`src/rtl/scd_pkg.sv`:
```
// scd_pkg: command codes, decode actions and field positions for the
// secondary-side command decoder; shared by the decoder and its helper.
package scd_pkg;
  // bus command codes as seen on the inverted command/byte-enable lines
  localparam logic [3:0] SCD_CMD_INTACK   = 4'h0;
  localparam logic [3:0] SCD_CMD_SPECIAL  = 4'h1;
  localparam logic [3:0] SCD_CMD_IO_RD    = 4'h2;
  localparam logic [3:0] SCD_CMD_IO_WR    = 4'h3;
  localparam logic [3:0] SCD_CMD_RSVD4    = 4'h4;
  localparam logic [3:0] SCD_CMD_RSVD5    = 4'h5;
  localparam logic [3:0] SCD_CMD_MEM_RD   = 4'h6;
  localparam logic [3:0] SCD_CMD_MEM_WR   = 4'h7;
  localparam logic [3:0] SCD_CMD_ALIAS_RB = 4'h8;
  localparam logic [3:0] SCD_CMD_ALIAS_WB = 4'h9;
  localparam logic [3:0] SCD_CMD_CFG_RD   = 4'hA;
  localparam logic [3:0] SCD_CMD_CFG_WR   = 4'hB;
  localparam logic [3:0] SCD_CMD_MRM_SC   = 4'hC;
  localparam logic [3:0] SCD_CMD_DAC      = 4'hD;
  localparam logic [3:0] SCD_CMD_MRL_RB   = 4'hE;
  localparam logic [3:0] SCD_CMD_MWI_WB   = 4'hF;

  // special-cycle request signature in a type 1 config address
  localparam logic [4:0] SCD_SC_DEVICE    = 5'h1F;
  localparam logic [2:0] SCD_SC_FUNCTION  = 3'h7;
  localparam int         SCD_CFG_TYPE_BIT = 0;
  localparam int         SCD_FUNC_LSB     = 8;
  localparam int         SCD_DEV_LSB      = 11;
  localparam int         SCD_BUS_LSB      = 16;

  // decode result
  typedef enum logic [4:0] {
    SCD_ACT_IGNORE  = 5'b00001,
    SCD_ACT_LOCAL   = 5'b00010,
    SCD_ACT_FORWARD = 5'b00100,
    SCD_ACT_SPECIAL = 5'b01000,
    SCD_ACT_CFG1    = 5'b10000
  } scd_action_e;

  // effective command class after aliasing
  typedef enum logic [5:0] {
    SCD_CLS_NONE    = 6'b000001,
    SCD_CLS_IO      = 6'b000010,
    SCD_CLS_MEM     = 6'b000100,
    SCD_CLS_BLOCK   = 6'b001000,
    SCD_CLS_SPLIT   = 6'b010000,
    SCD_CLS_CFGWR   = 6'b100000
  } scd_class_e;

  // decoder phase
  typedef enum logic [2:0] {
    SCD_ST_IDLE  = 3'b001,
    SCD_ST_DAC   = 3'b010,
    SCD_ST_HOLD  = 3'b100
  } scd_state_e;

  localparam logic [3:0] SCD_CMD_RESET = 4'hF;
endpackage

```
`src/rtl/scd_window_hit.sv`:
```
// scd_window_hit: inclusive base/limit compare of one AW-bit address (64 by default).
// assumes base and limit are stable configuration levels.
`timescale 1ns/1ns
module scd_window_hit
  import scd_pkg::*;
#(
  parameter int AW = 64
) (
  // window
  input  wire logic [AW-1:0] base_i,
  input  wire logic [AW-1:0] limit_i,
  input  wire logic          enable_i,
  // probe
  input  wire logic [AW-1:0] addr_i,
  output      logic          hit_o
);
  if (AW < 32) begin : g_bad_aw
    $error("scd_window_hit: AW below 32");
  end

  wire above_base = addr_i >= base_i;
  wire below_lim  = addr_i <= limit_i;
  assign hit_o = enable_i && above_base && below_lim;
endmodule

```
`src/rtl/scd_decoder.sv`:
```
// scd_decoder: decodes the command of a secondary-bus master and decides
// whether the bridge ignores, claims locally, forwards, or remaps it.
// assumes address phase strobe from same-clock bus front end; mode and
// window settings are levels from the configuration space (pins here).
// Contract
// - I/O cycles: window forwards, register claims, else ignore
// - memory cycles: window forwards, register claims, else ignore
// - 1000b unsupported conventional; PCI-X memory read block
// - 1001b unsupported conventional; PCI-X memory write block
// - config reads from downstream never supported nor forwarded
// - type 0 and plain type 1 writes unsupported
// - special-cycle request to primary bus becomes special cycle
// - foreign bus request forwarded unchanged as type 1
// - request targeting a downstream bus is ignored
// - 1100b memory read conventional, split completion PCI-X
// - 1110b memory read conventional, read block PCI-X
// - 1111b memory write conventional, write block PCI-X
// - dual address: low 32 bits first, then high
`timescale 1ns/1ns
module scd_decoder
  import scd_pkg::*;
#(
  parameter int AW = 64
) (
  // clock, reset, enable
  input  wire logic          CLOCK_I,
  input  wire logic          SYS_RST_I,
  input  wire logic          CLK_EN_I,
  // bus mode, level from pin
  input  wire logic          PCIX_MODE_I,
  // address phase from secondary front end
  input  wire logic          ADDR_VALID_I,
  input  wire logic [3:0]    DOWNSTREAM_CMD_BYTE_ENABLE_N_I,
  input  wire logic [31:0]   AD_I,
  // windows and bus numbers
  input  wire logic [AW-1:0] IO_BASE_I,
  input  wire logic [AW-1:0] IO_LIMIT_I,
  input  wire logic          IO_EN_I,
  input  wire logic [AW-1:0] MEM_BASE_I,
  input  wire logic [AW-1:0] MEM_LIMIT_I,
  input  wire logic          MEM_EN_I,
  input  wire logic [AW-1:0] IO_REG_BASE_I,
  input  wire logic [AW-1:0] IO_REG_LIMIT_I,
  input  wire logic [AW-1:0] MEM_REG_BASE_I,
  input  wire logic [AW-1:0] MEM_REG_LIMIT_I,
  input  wire logic [7:0]    PRIMARY_BUS_I,
  input  wire logic [7:0]    SECONDARY_BUS_I,
  input  wire logic [7:0]    SUBORDINATE_BUS_I,
  // decision
  output      logic          DECODE_VALID_O,
  output      logic          CLAIM_O,
  output      logic [4:0]    ACTION_O,
  output      logic [3:0]    FWD_CMD_O,
  output      logic [AW-1:0] ADDR_O,
  output      logic          DAC_O
);
  if (AW != 64 && AW != 32) begin : g_bad_aw
    $error("scd_decoder: AW must be 32 or 64");
  end

  // pin-sourced mode level passes two flops
  logic       mode_meta;
  logic       pcix;
  always_ff @(posedge CLOCK_I or posedge SYS_RST_I) begin
    if (SYS_RST_I) begin
      mode_meta <= 1'b0;
      pcix      <= 1'b0;
    end else if (CLK_EN_I) begin
      mode_meta <= PCIX_MODE_I;
      pcix      <= mode_meta;
    end
  end

  // command is active low on the wire
  wire [3:0] cmd_raw = ~DOWNSTREAM_CMD_BYTE_ENABLE_N_I;

  scd_state_e state;
  scd_state_e next_state;
  logic [31:0] dac_low;

  wire start    = ADDR_VALID_I && (state == SCD_ST_IDLE);
  wire is_dac   = start && (cmd_raw == SCD_CMD_DAC);
  wire dac_done = ADDR_VALID_I && (state == SCD_ST_DAC);
  wire go       = (start && !is_dac) || dac_done;

  // second phase of a dual address carries the real command
  wire [3:0]  eff_cmd  = cmd_raw;
  wire [AW-1:0] addr_full;
  generate
    if (AW == 64) begin : g_a64
      assign addr_full = dac_done ? {AD_I, dac_low} : {32'h0000_0000, AD_I};
    end else begin : g_a32
      assign addr_full = AD_I;
    end
  endgenerate

  // command class after mode aliasing
  scd_class_e cls;
  logic [3:0] fwd_cmd;
  always_comb begin
    cls     = SCD_CLS_NONE;
    fwd_cmd = eff_cmd;
    unique case (eff_cmd)
      SCD_CMD_IO_RD, SCD_CMD_IO_WR: begin
        cls = SCD_CLS_IO;
      end
      SCD_CMD_MEM_RD, SCD_CMD_MEM_WR: begin
        cls = SCD_CLS_MEM;
      end
      SCD_CMD_ALIAS_RB: begin
        cls     = pcix ? SCD_CLS_BLOCK : SCD_CLS_NONE;
        fwd_cmd = SCD_CMD_MRL_RB;
      end
      SCD_CMD_ALIAS_WB: begin
        cls     = pcix ? SCD_CLS_BLOCK : SCD_CLS_NONE;
        fwd_cmd = SCD_CMD_MWI_WB;
      end
      SCD_CMD_MRM_SC: begin
        cls     = pcix ? SCD_CLS_SPLIT : SCD_CLS_MEM;
        fwd_cmd = pcix ? SCD_CMD_MRM_SC : SCD_CMD_MEM_RD;
      end
      SCD_CMD_MRL_RB: begin
        cls     = pcix ? SCD_CLS_BLOCK : SCD_CLS_MEM;
        fwd_cmd = pcix ? SCD_CMD_MRL_RB : SCD_CMD_MEM_RD;
      end
      SCD_CMD_MWI_WB: begin
        cls     = pcix ? SCD_CLS_BLOCK : SCD_CLS_MEM;
        fwd_cmd = pcix ? SCD_CMD_MWI_WB : SCD_CMD_MEM_WR;
      end
      SCD_CMD_CFG_WR: begin
        cls = SCD_CLS_CFGWR;
      end
      SCD_CMD_CFG_RD: begin
        cls = SCD_CLS_NONE;
      end
      default: begin
        cls = SCD_CLS_NONE;
      end
    endcase
  end

  // address windows
  logic io_fwd_hit;
  logic mem_fwd_hit;
  logic io_reg_hit;
  logic mem_reg_hit;
  scd_window_hit #(.AW(AW)) u_io_fwd (
    .base_i   (IO_BASE_I),
    .limit_i  (IO_LIMIT_I),
    .enable_i (IO_EN_I),
    .addr_i   (addr_full),
    .hit_o    (io_fwd_hit)
  );
  scd_window_hit #(.AW(AW)) u_mem_fwd (
    .base_i   (MEM_BASE_I),
    .limit_i  (MEM_LIMIT_I),
    .enable_i (MEM_EN_I),
    .addr_i   (addr_full),
    .hit_o    (mem_fwd_hit)
  );
  scd_window_hit #(.AW(AW)) u_io_reg (
    .base_i   (IO_REG_BASE_I),
    .limit_i  (IO_REG_LIMIT_I),
    .enable_i (1'b1),
    .addr_i   (addr_full),
    .hit_o    (io_reg_hit)
  );
  scd_window_hit #(.AW(AW)) u_mem_reg (
    .base_i   (MEM_REG_BASE_I),
    .limit_i  (MEM_REG_LIMIT_I),
    .enable_i (1'b1),
    .addr_i   (addr_full),
    .hit_o    (mem_reg_hit)
  );

  // config write fields
  wire [7:0] tgt_bus  = AD_I[SCD_BUS_LSB +: 8];
  wire [4:0] tgt_dev  = AD_I[SCD_DEV_LSB +: 5];
  wire [2:0] tgt_func = AD_I[SCD_FUNC_LSB +: 3];
  wire       type1    = AD_I[SCD_CFG_TYPE_BIT];
  wire       sc_req   = type1 && (tgt_dev == SCD_SC_DEVICE) && (tgt_func == SCD_SC_FUNCTION);
  wire       to_prim  = tgt_bus == PRIMARY_BUS_I;
  wire       in_range = (tgt_bus >= SECONDARY_BUS_I) && (tgt_bus <= SUBORDINATE_BUS_I);

  // forwarding wins over a register hit: the window owns its space
  scd_action_e act;
  always_comb begin
    act = SCD_ACT_IGNORE;
    unique case (cls)
      SCD_CLS_IO: begin
        if (io_fwd_hit) begin
          act = SCD_ACT_FORWARD;
        end else if (io_reg_hit) begin
          act = SCD_ACT_LOCAL;
        end
      end
      SCD_CLS_MEM, SCD_CLS_BLOCK: begin
        if (mem_fwd_hit) begin
          act = SCD_ACT_FORWARD;
        end else if (mem_reg_hit) begin
          act = SCD_ACT_LOCAL;
        end
      end
      SCD_CLS_SPLIT: begin
        // split completions are routed by their requester, forward all
        act = SCD_ACT_FORWARD;
      end
      SCD_CLS_CFGWR: begin
        if (!sc_req || dac_done) begin
          act = SCD_ACT_IGNORE;
        end else if (to_prim) begin
          act = SCD_ACT_SPECIAL;
        end else if (!in_range) begin
          act = SCD_ACT_CFG1;
        end else begin
          act = SCD_ACT_IGNORE;
        end
      end
      SCD_CLS_NONE: begin
        act = SCD_ACT_IGNORE;
      end
    endcase
  end

  wire [3:0] out_cmd = (act == SCD_ACT_SPECIAL) ? SCD_CMD_SPECIAL : fwd_cmd;

  // phase tracking: dual address holds the low half until the high phase arrives
  always_comb begin
    next_state = state;
    unique case (state)
      SCD_ST_IDLE: begin
        if (is_dac) begin
          next_state = SCD_ST_DAC;
        end else if (go) begin
          next_state = SCD_ST_HOLD;
        end
      end
      SCD_ST_DAC: begin
        if (dac_done) begin
          next_state = SCD_ST_HOLD;
        end
      end
      SCD_ST_HOLD: begin
        next_state = SCD_ST_IDLE;
      end
      default: begin
        next_state = SCD_ST_IDLE;
      end
    endcase
  end

  always_ff @(posedge CLOCK_I or posedge SYS_RST_I) begin
    if (SYS_RST_I) begin
      state   <= SCD_ST_IDLE;
      dac_low <= 32'h0000_0000;
    end else if (CLK_EN_I) begin
      state <= next_state;
      if (is_dac) begin
        dac_low <= AD_I;
      end
    end
  end

  always_ff @(posedge CLOCK_I or posedge SYS_RST_I) begin
    if (SYS_RST_I) begin
      DECODE_VALID_O <= 1'b0;
      CLAIM_O        <= 1'b0;
      ACTION_O       <= SCD_ACT_IGNORE;
      FWD_CMD_O      <= SCD_CMD_RESET;
      ADDR_O         <= '0;
      DAC_O          <= 1'b0;
    end else if (CLK_EN_I) begin
      DECODE_VALID_O <= go;
      if (go) begin
        CLAIM_O   <= act != SCD_ACT_IGNORE;
        ACTION_O  <= act;
        FWD_CMD_O <= out_cmd;
        ADDR_O    <= addr_full;
        DAC_O     <= dac_done;
      end else begin
        CLAIM_O <= 1'b0;
      end
    end
  end
endmodule

```
`config.mk`:
```
export PLATFORM = sky130hd
export DESIGN_NAME = scd_decoder
export DESIGN_NICKNAME = d
export VERILOG_FILES = /design/src/rtl/scd_pkg.sv /design/src/rtl/scd_window_hit.sv /design/src/rtl/scd_decoder.sv
export SDC_FILE = /design/constraint.sdc
export NUM_CORES = 1
export LEC_CHECK = 0
export BUFFER_PORTS_ARGS = -buffer_cell sky130_fd_sc_hd__buf_2
export CAP_MARGIN = 15
export CELL_PAD_IN_SITES_DETAIL_PLACEMENT = 1
export CELL_PAD_IN_SITES_GLOBAL_PLACEMENT = 1
export CORE_AREA = 2 2 258 260
export DETAILED_ROUTE_END_ITERATION = 6
export DIE_AREA = 0 0 260 262
export HOLD_SLACK_MARGIN = 0.12
export PLACE_DENSITY = 0.64
export SLEW_MARGIN = 25
export SYNTH_ARGS = -nofsm -noshare
export SYNTH_HDL_FRONTEND = slang
export SYNTH_SLANG_ARGS = --single-unit
```
`constraint.sdc`:
```
create_clock -name CLOCK_I -period 7.78 [get_ports CLOCK_I]
set_clock_uncertainty 0.15 [all_clocks]
set_input_delay 2.334 -clock CLOCK_I [delete_from_list [all_inputs] [get_ports CLOCK_I]]
set_output_delay 2.334 -clock CLOCK_I [all_outputs]
set_load 0.02 [all_outputs]
```
==> flow_summary.json <==
{
  "status": "completed",
  "synth_area_leader_cell": "ha_1",
  "crit_arrival_ns": 6.72,
  "fillCellCount": 8139,
  "rows": 94,
  "synth_cells": 2318,
  "synth-simple-area-share": 0.155,
  "root_buffer": "clkbuf_16",
  "synth-edff-count": 0,
  "clkTransAtPathRegs_ns": 0.07,
  "syn_nets": 3425,
  "final_layout_size_suffix_gt1_frac": 0.264,
  "wl_per_cell_um": 25.6,
  "ys_ff_latch": 113,
  "cts_hold_buffers": 0,
  "yosysWarnings": 0,
  "finalNetCount": 4088,
  "hold_path.class": "reg -> reg",
  "critPathMaxStageDelay_ns": 0.87,
  "die_h_um": 262,
  "cts_tree": "done",
  "port_buffers": 654,
  "die_w_um": 260,
  "cp_max_fo": 67,
  "cp_slowest_cell": "a2111oi_2",
  "crit_type": "in -> reg",
  "crit_start": "ADDR_VALID_I",
  "dr.pass1.iters": 5,
  "drc_errors": 0,
  "via_per_inst": 5.18,
  "crit_chain": "buf_2, nor3b_2, buf_12, mux2_2, ha_1, a21o_1, a21o_1, a221o_1, a2111oi_2, nor3_1, o311ai_1, a221oi_1, or3_1, a32o_1",
  "finalSetupTns_ns": 0,
  "layout_commonest_cell": "buf_2",
  "drtIter0Drc": 918,
  "critPathRequiredTime_ns": 7.99,
  "stdcell_count": 3860,
  "dieArea_um2": 68100,
  "synthAdderAreaFrac": 0.363,
  "post_cts_resized": 0,
  "r2r_start": "state[0]",
  "vdd_ir_drop_max_mv": 0.188,
  "cp_common_cell": "a21o_1",
  "critPathCaptureType": "flip-flop",
  "grt_pass1_vias": 21890,
  "io-pin-count": 655,
  "rsz0062_at_grt": "no",
  "cts_setup_buffers": 0,
  "finalHoldViolCount": 0,
  "dp_hpwl_mm": 84.3,
  "hold_slack_ns": 0.320,
  "synth-xor-area-share": 0.00385,
  "antenna_found_initial": 11,
  "vias": 20000,
  "period_needed_ns": 6.51,
  "syn_area_um2": 18200,
  "synth_top_family_by_area": "adder cells",
  "cts.sinks": 113,
  "powerDensity_nw_per_um2": 122,
  "fmax_ghz": 0.154,
  "min_from": "ADDR_O[19]",
  "synth_mux_area_frac": 0.0396,
  "grt_max_degree": 73,
  "synth.yosys.seq_area_share": 0.156,
  "globalplace.congestion": 0.947,
  "ys_types": 64,
  "clk_latency_ns": 0.48,
  "dp_cells": 3825,
  "path_delay_family": "compound AO/OA/AOI/OAI gates",
  "synth_compound_area_frac": 0.166,
  "post-route-period-util": 0.837,
  "maxCapViolCount": 0,
  "grt_use_total": 0.284,
  "cts_buffer_depth": 2,
  "synth-main-ff-cell": "dfrtp_1",
  "yosysTopAreaCellShare": 0.363,
  "cp_num_buf_inv": 2,
  "avgSynthCellArea_um2": 7.84,
  "numCtsBuffers": 17,
  "p_leak_nw": 14.2,
  "drtAntennaViolNets": 0,
  "final_core_util": 0.357,
  "grt_pass1_wl_mm": 140,
  "ys_top_cells_by_area": "ha_1 (36%), dfrtp_1 (15%), inv_1 (11%)",
  "layout_common_cells": "buf_2 (654), inv_1 (533), ha_1 (528), nand2_1 (216), a21oi_1 (196)",
  "htreeDepth": 4,
  "async_reset_ff_frac": 1.00,
  "core-area_um2": 65300,
  "area_growth_syn_to_layout_pct": 28.2,
  "gr-total-overflow": 0,
  "tightest_slew_ns": 0.974,
  "startpoint_type": "primary input",
  "setup_violations": 0,
  "wirelength_mm": 98.8,
  "slew_viol_final": 0,
  "start_util": 0.278,
  "relSlewSlack": 0.345
}
[Yosys cell counts, types with 4 or more instances]
library cell  count
dfrtp_1         107
o211ai_1         15
xor2_1            8
dfstp_2           6
a31oi_1           9
a21o_1           38
a211o_1           4
nand3_1          51
o21ai_0          86
a221oi_1         11
or3_1             6
nand4_1          93
a21boi_0          6
a21oi_1         196
a2111o_1          4
clkbuf_1         28
nor3_1           23
ha_1            528
nor2b_1          14
a2111oi_0         9
a221o_1           9
inv_1           534
nand2_1         216
and4_1           14
and2_1           33
nand2b_1         15
nor2_1           64
a211oi_1         13
o21a_1            7
mux2_2           63
a22o_1           32
nor4_1           19
or4_1             4
[where the power goes]
group / internal [W] / switching [W]
logic: 0.000435 / 0.000713
registers: 0.000715 / 0.0000744
clock network: 0.000538 / 0.000362
total: 0.00169 / 0.00115
[layout make-up]
type                       instances  area [um2]  share of cell area
multi-input combinational       1641       13300               0.570
timing repair buffer             674        3460               0.148
sequential                       113        2840               0.122
inverter                         534        2010              0.0863
tap                              864        1080              0.0464
clock buffer                      17         425              0.0183
clock inverter                    14         204             0.00876
antenna                            3        7.51            0.000322
[worst min-delay path: cells and delay by family (launching register included)]
family,cells,cell delay [ns]
flops,1,0.34
simple gates,2,0.10
[logic make-up after synthesis]
| group | count (synthesis) |
|---|---|
| AND/OR/NAND/NOR | 566 |
| flip-flops | 113 |
| XOR/XNOR | 8 |
| adder cells (fa/ha/maj) | 528 |
| AO/OA/AOI/OAI | 475 |
| multiplexers | 64 |
| buffers and inverters | 564 |
[path summary, 6_finish.rpt]
| path | end | slack (ns) | depth (start not counted) |
|---|---|---|---|
| min in group asynchronous | ADDR_O[5] | 1.80 | 2 |
| max reg2reg | CLAIM_O | 2.64 | 14 |
| max in group asynchronous | ADDR_O[16] | 4.41 | 3 |
| min reg2reg | ADDR_O[19] | 0.32 | 2 |
| max | CLAIM_O | 1.27 | 14 |
| min | ADDR_O[19] | 0.32 | 2 |
[per-layer routing]
metal	GRT usage	wire length, um	vias to the layer above
met5	0	0	-
met4	0.0996	3270	0
met3	0.0414	4650	135
met2	0.515	49600	632
met1	0.340	41300	9809
li1	-	-	9424
[state kept, by name, summed over array words and instances, names as in the netlist]
signal and cells:
ADDR_O 64, dac_low 32, ACTION_O 5, FWD_CMD_O 4, state 3, CLAIM_O 1
DAC_O 1, DECODE_VALID_O 1, mode_meta 1, pcix 1
[per-stage QoR]
stage          total power [W]  cell area (um2)  setup WS, ns
3_3_place_gp           0.00189            22600         0.839
5_1_grt                0.00301            23300          1.08
3_5_place_dp           0.00194            22600         0.814
4_1_cts                0.00286            23300          1.32
6_report               0.00284            23300          1.27
2_1_floorplan          0.00138            18200          1.39
Note: power is estimated with default switching activity, not from simulation.
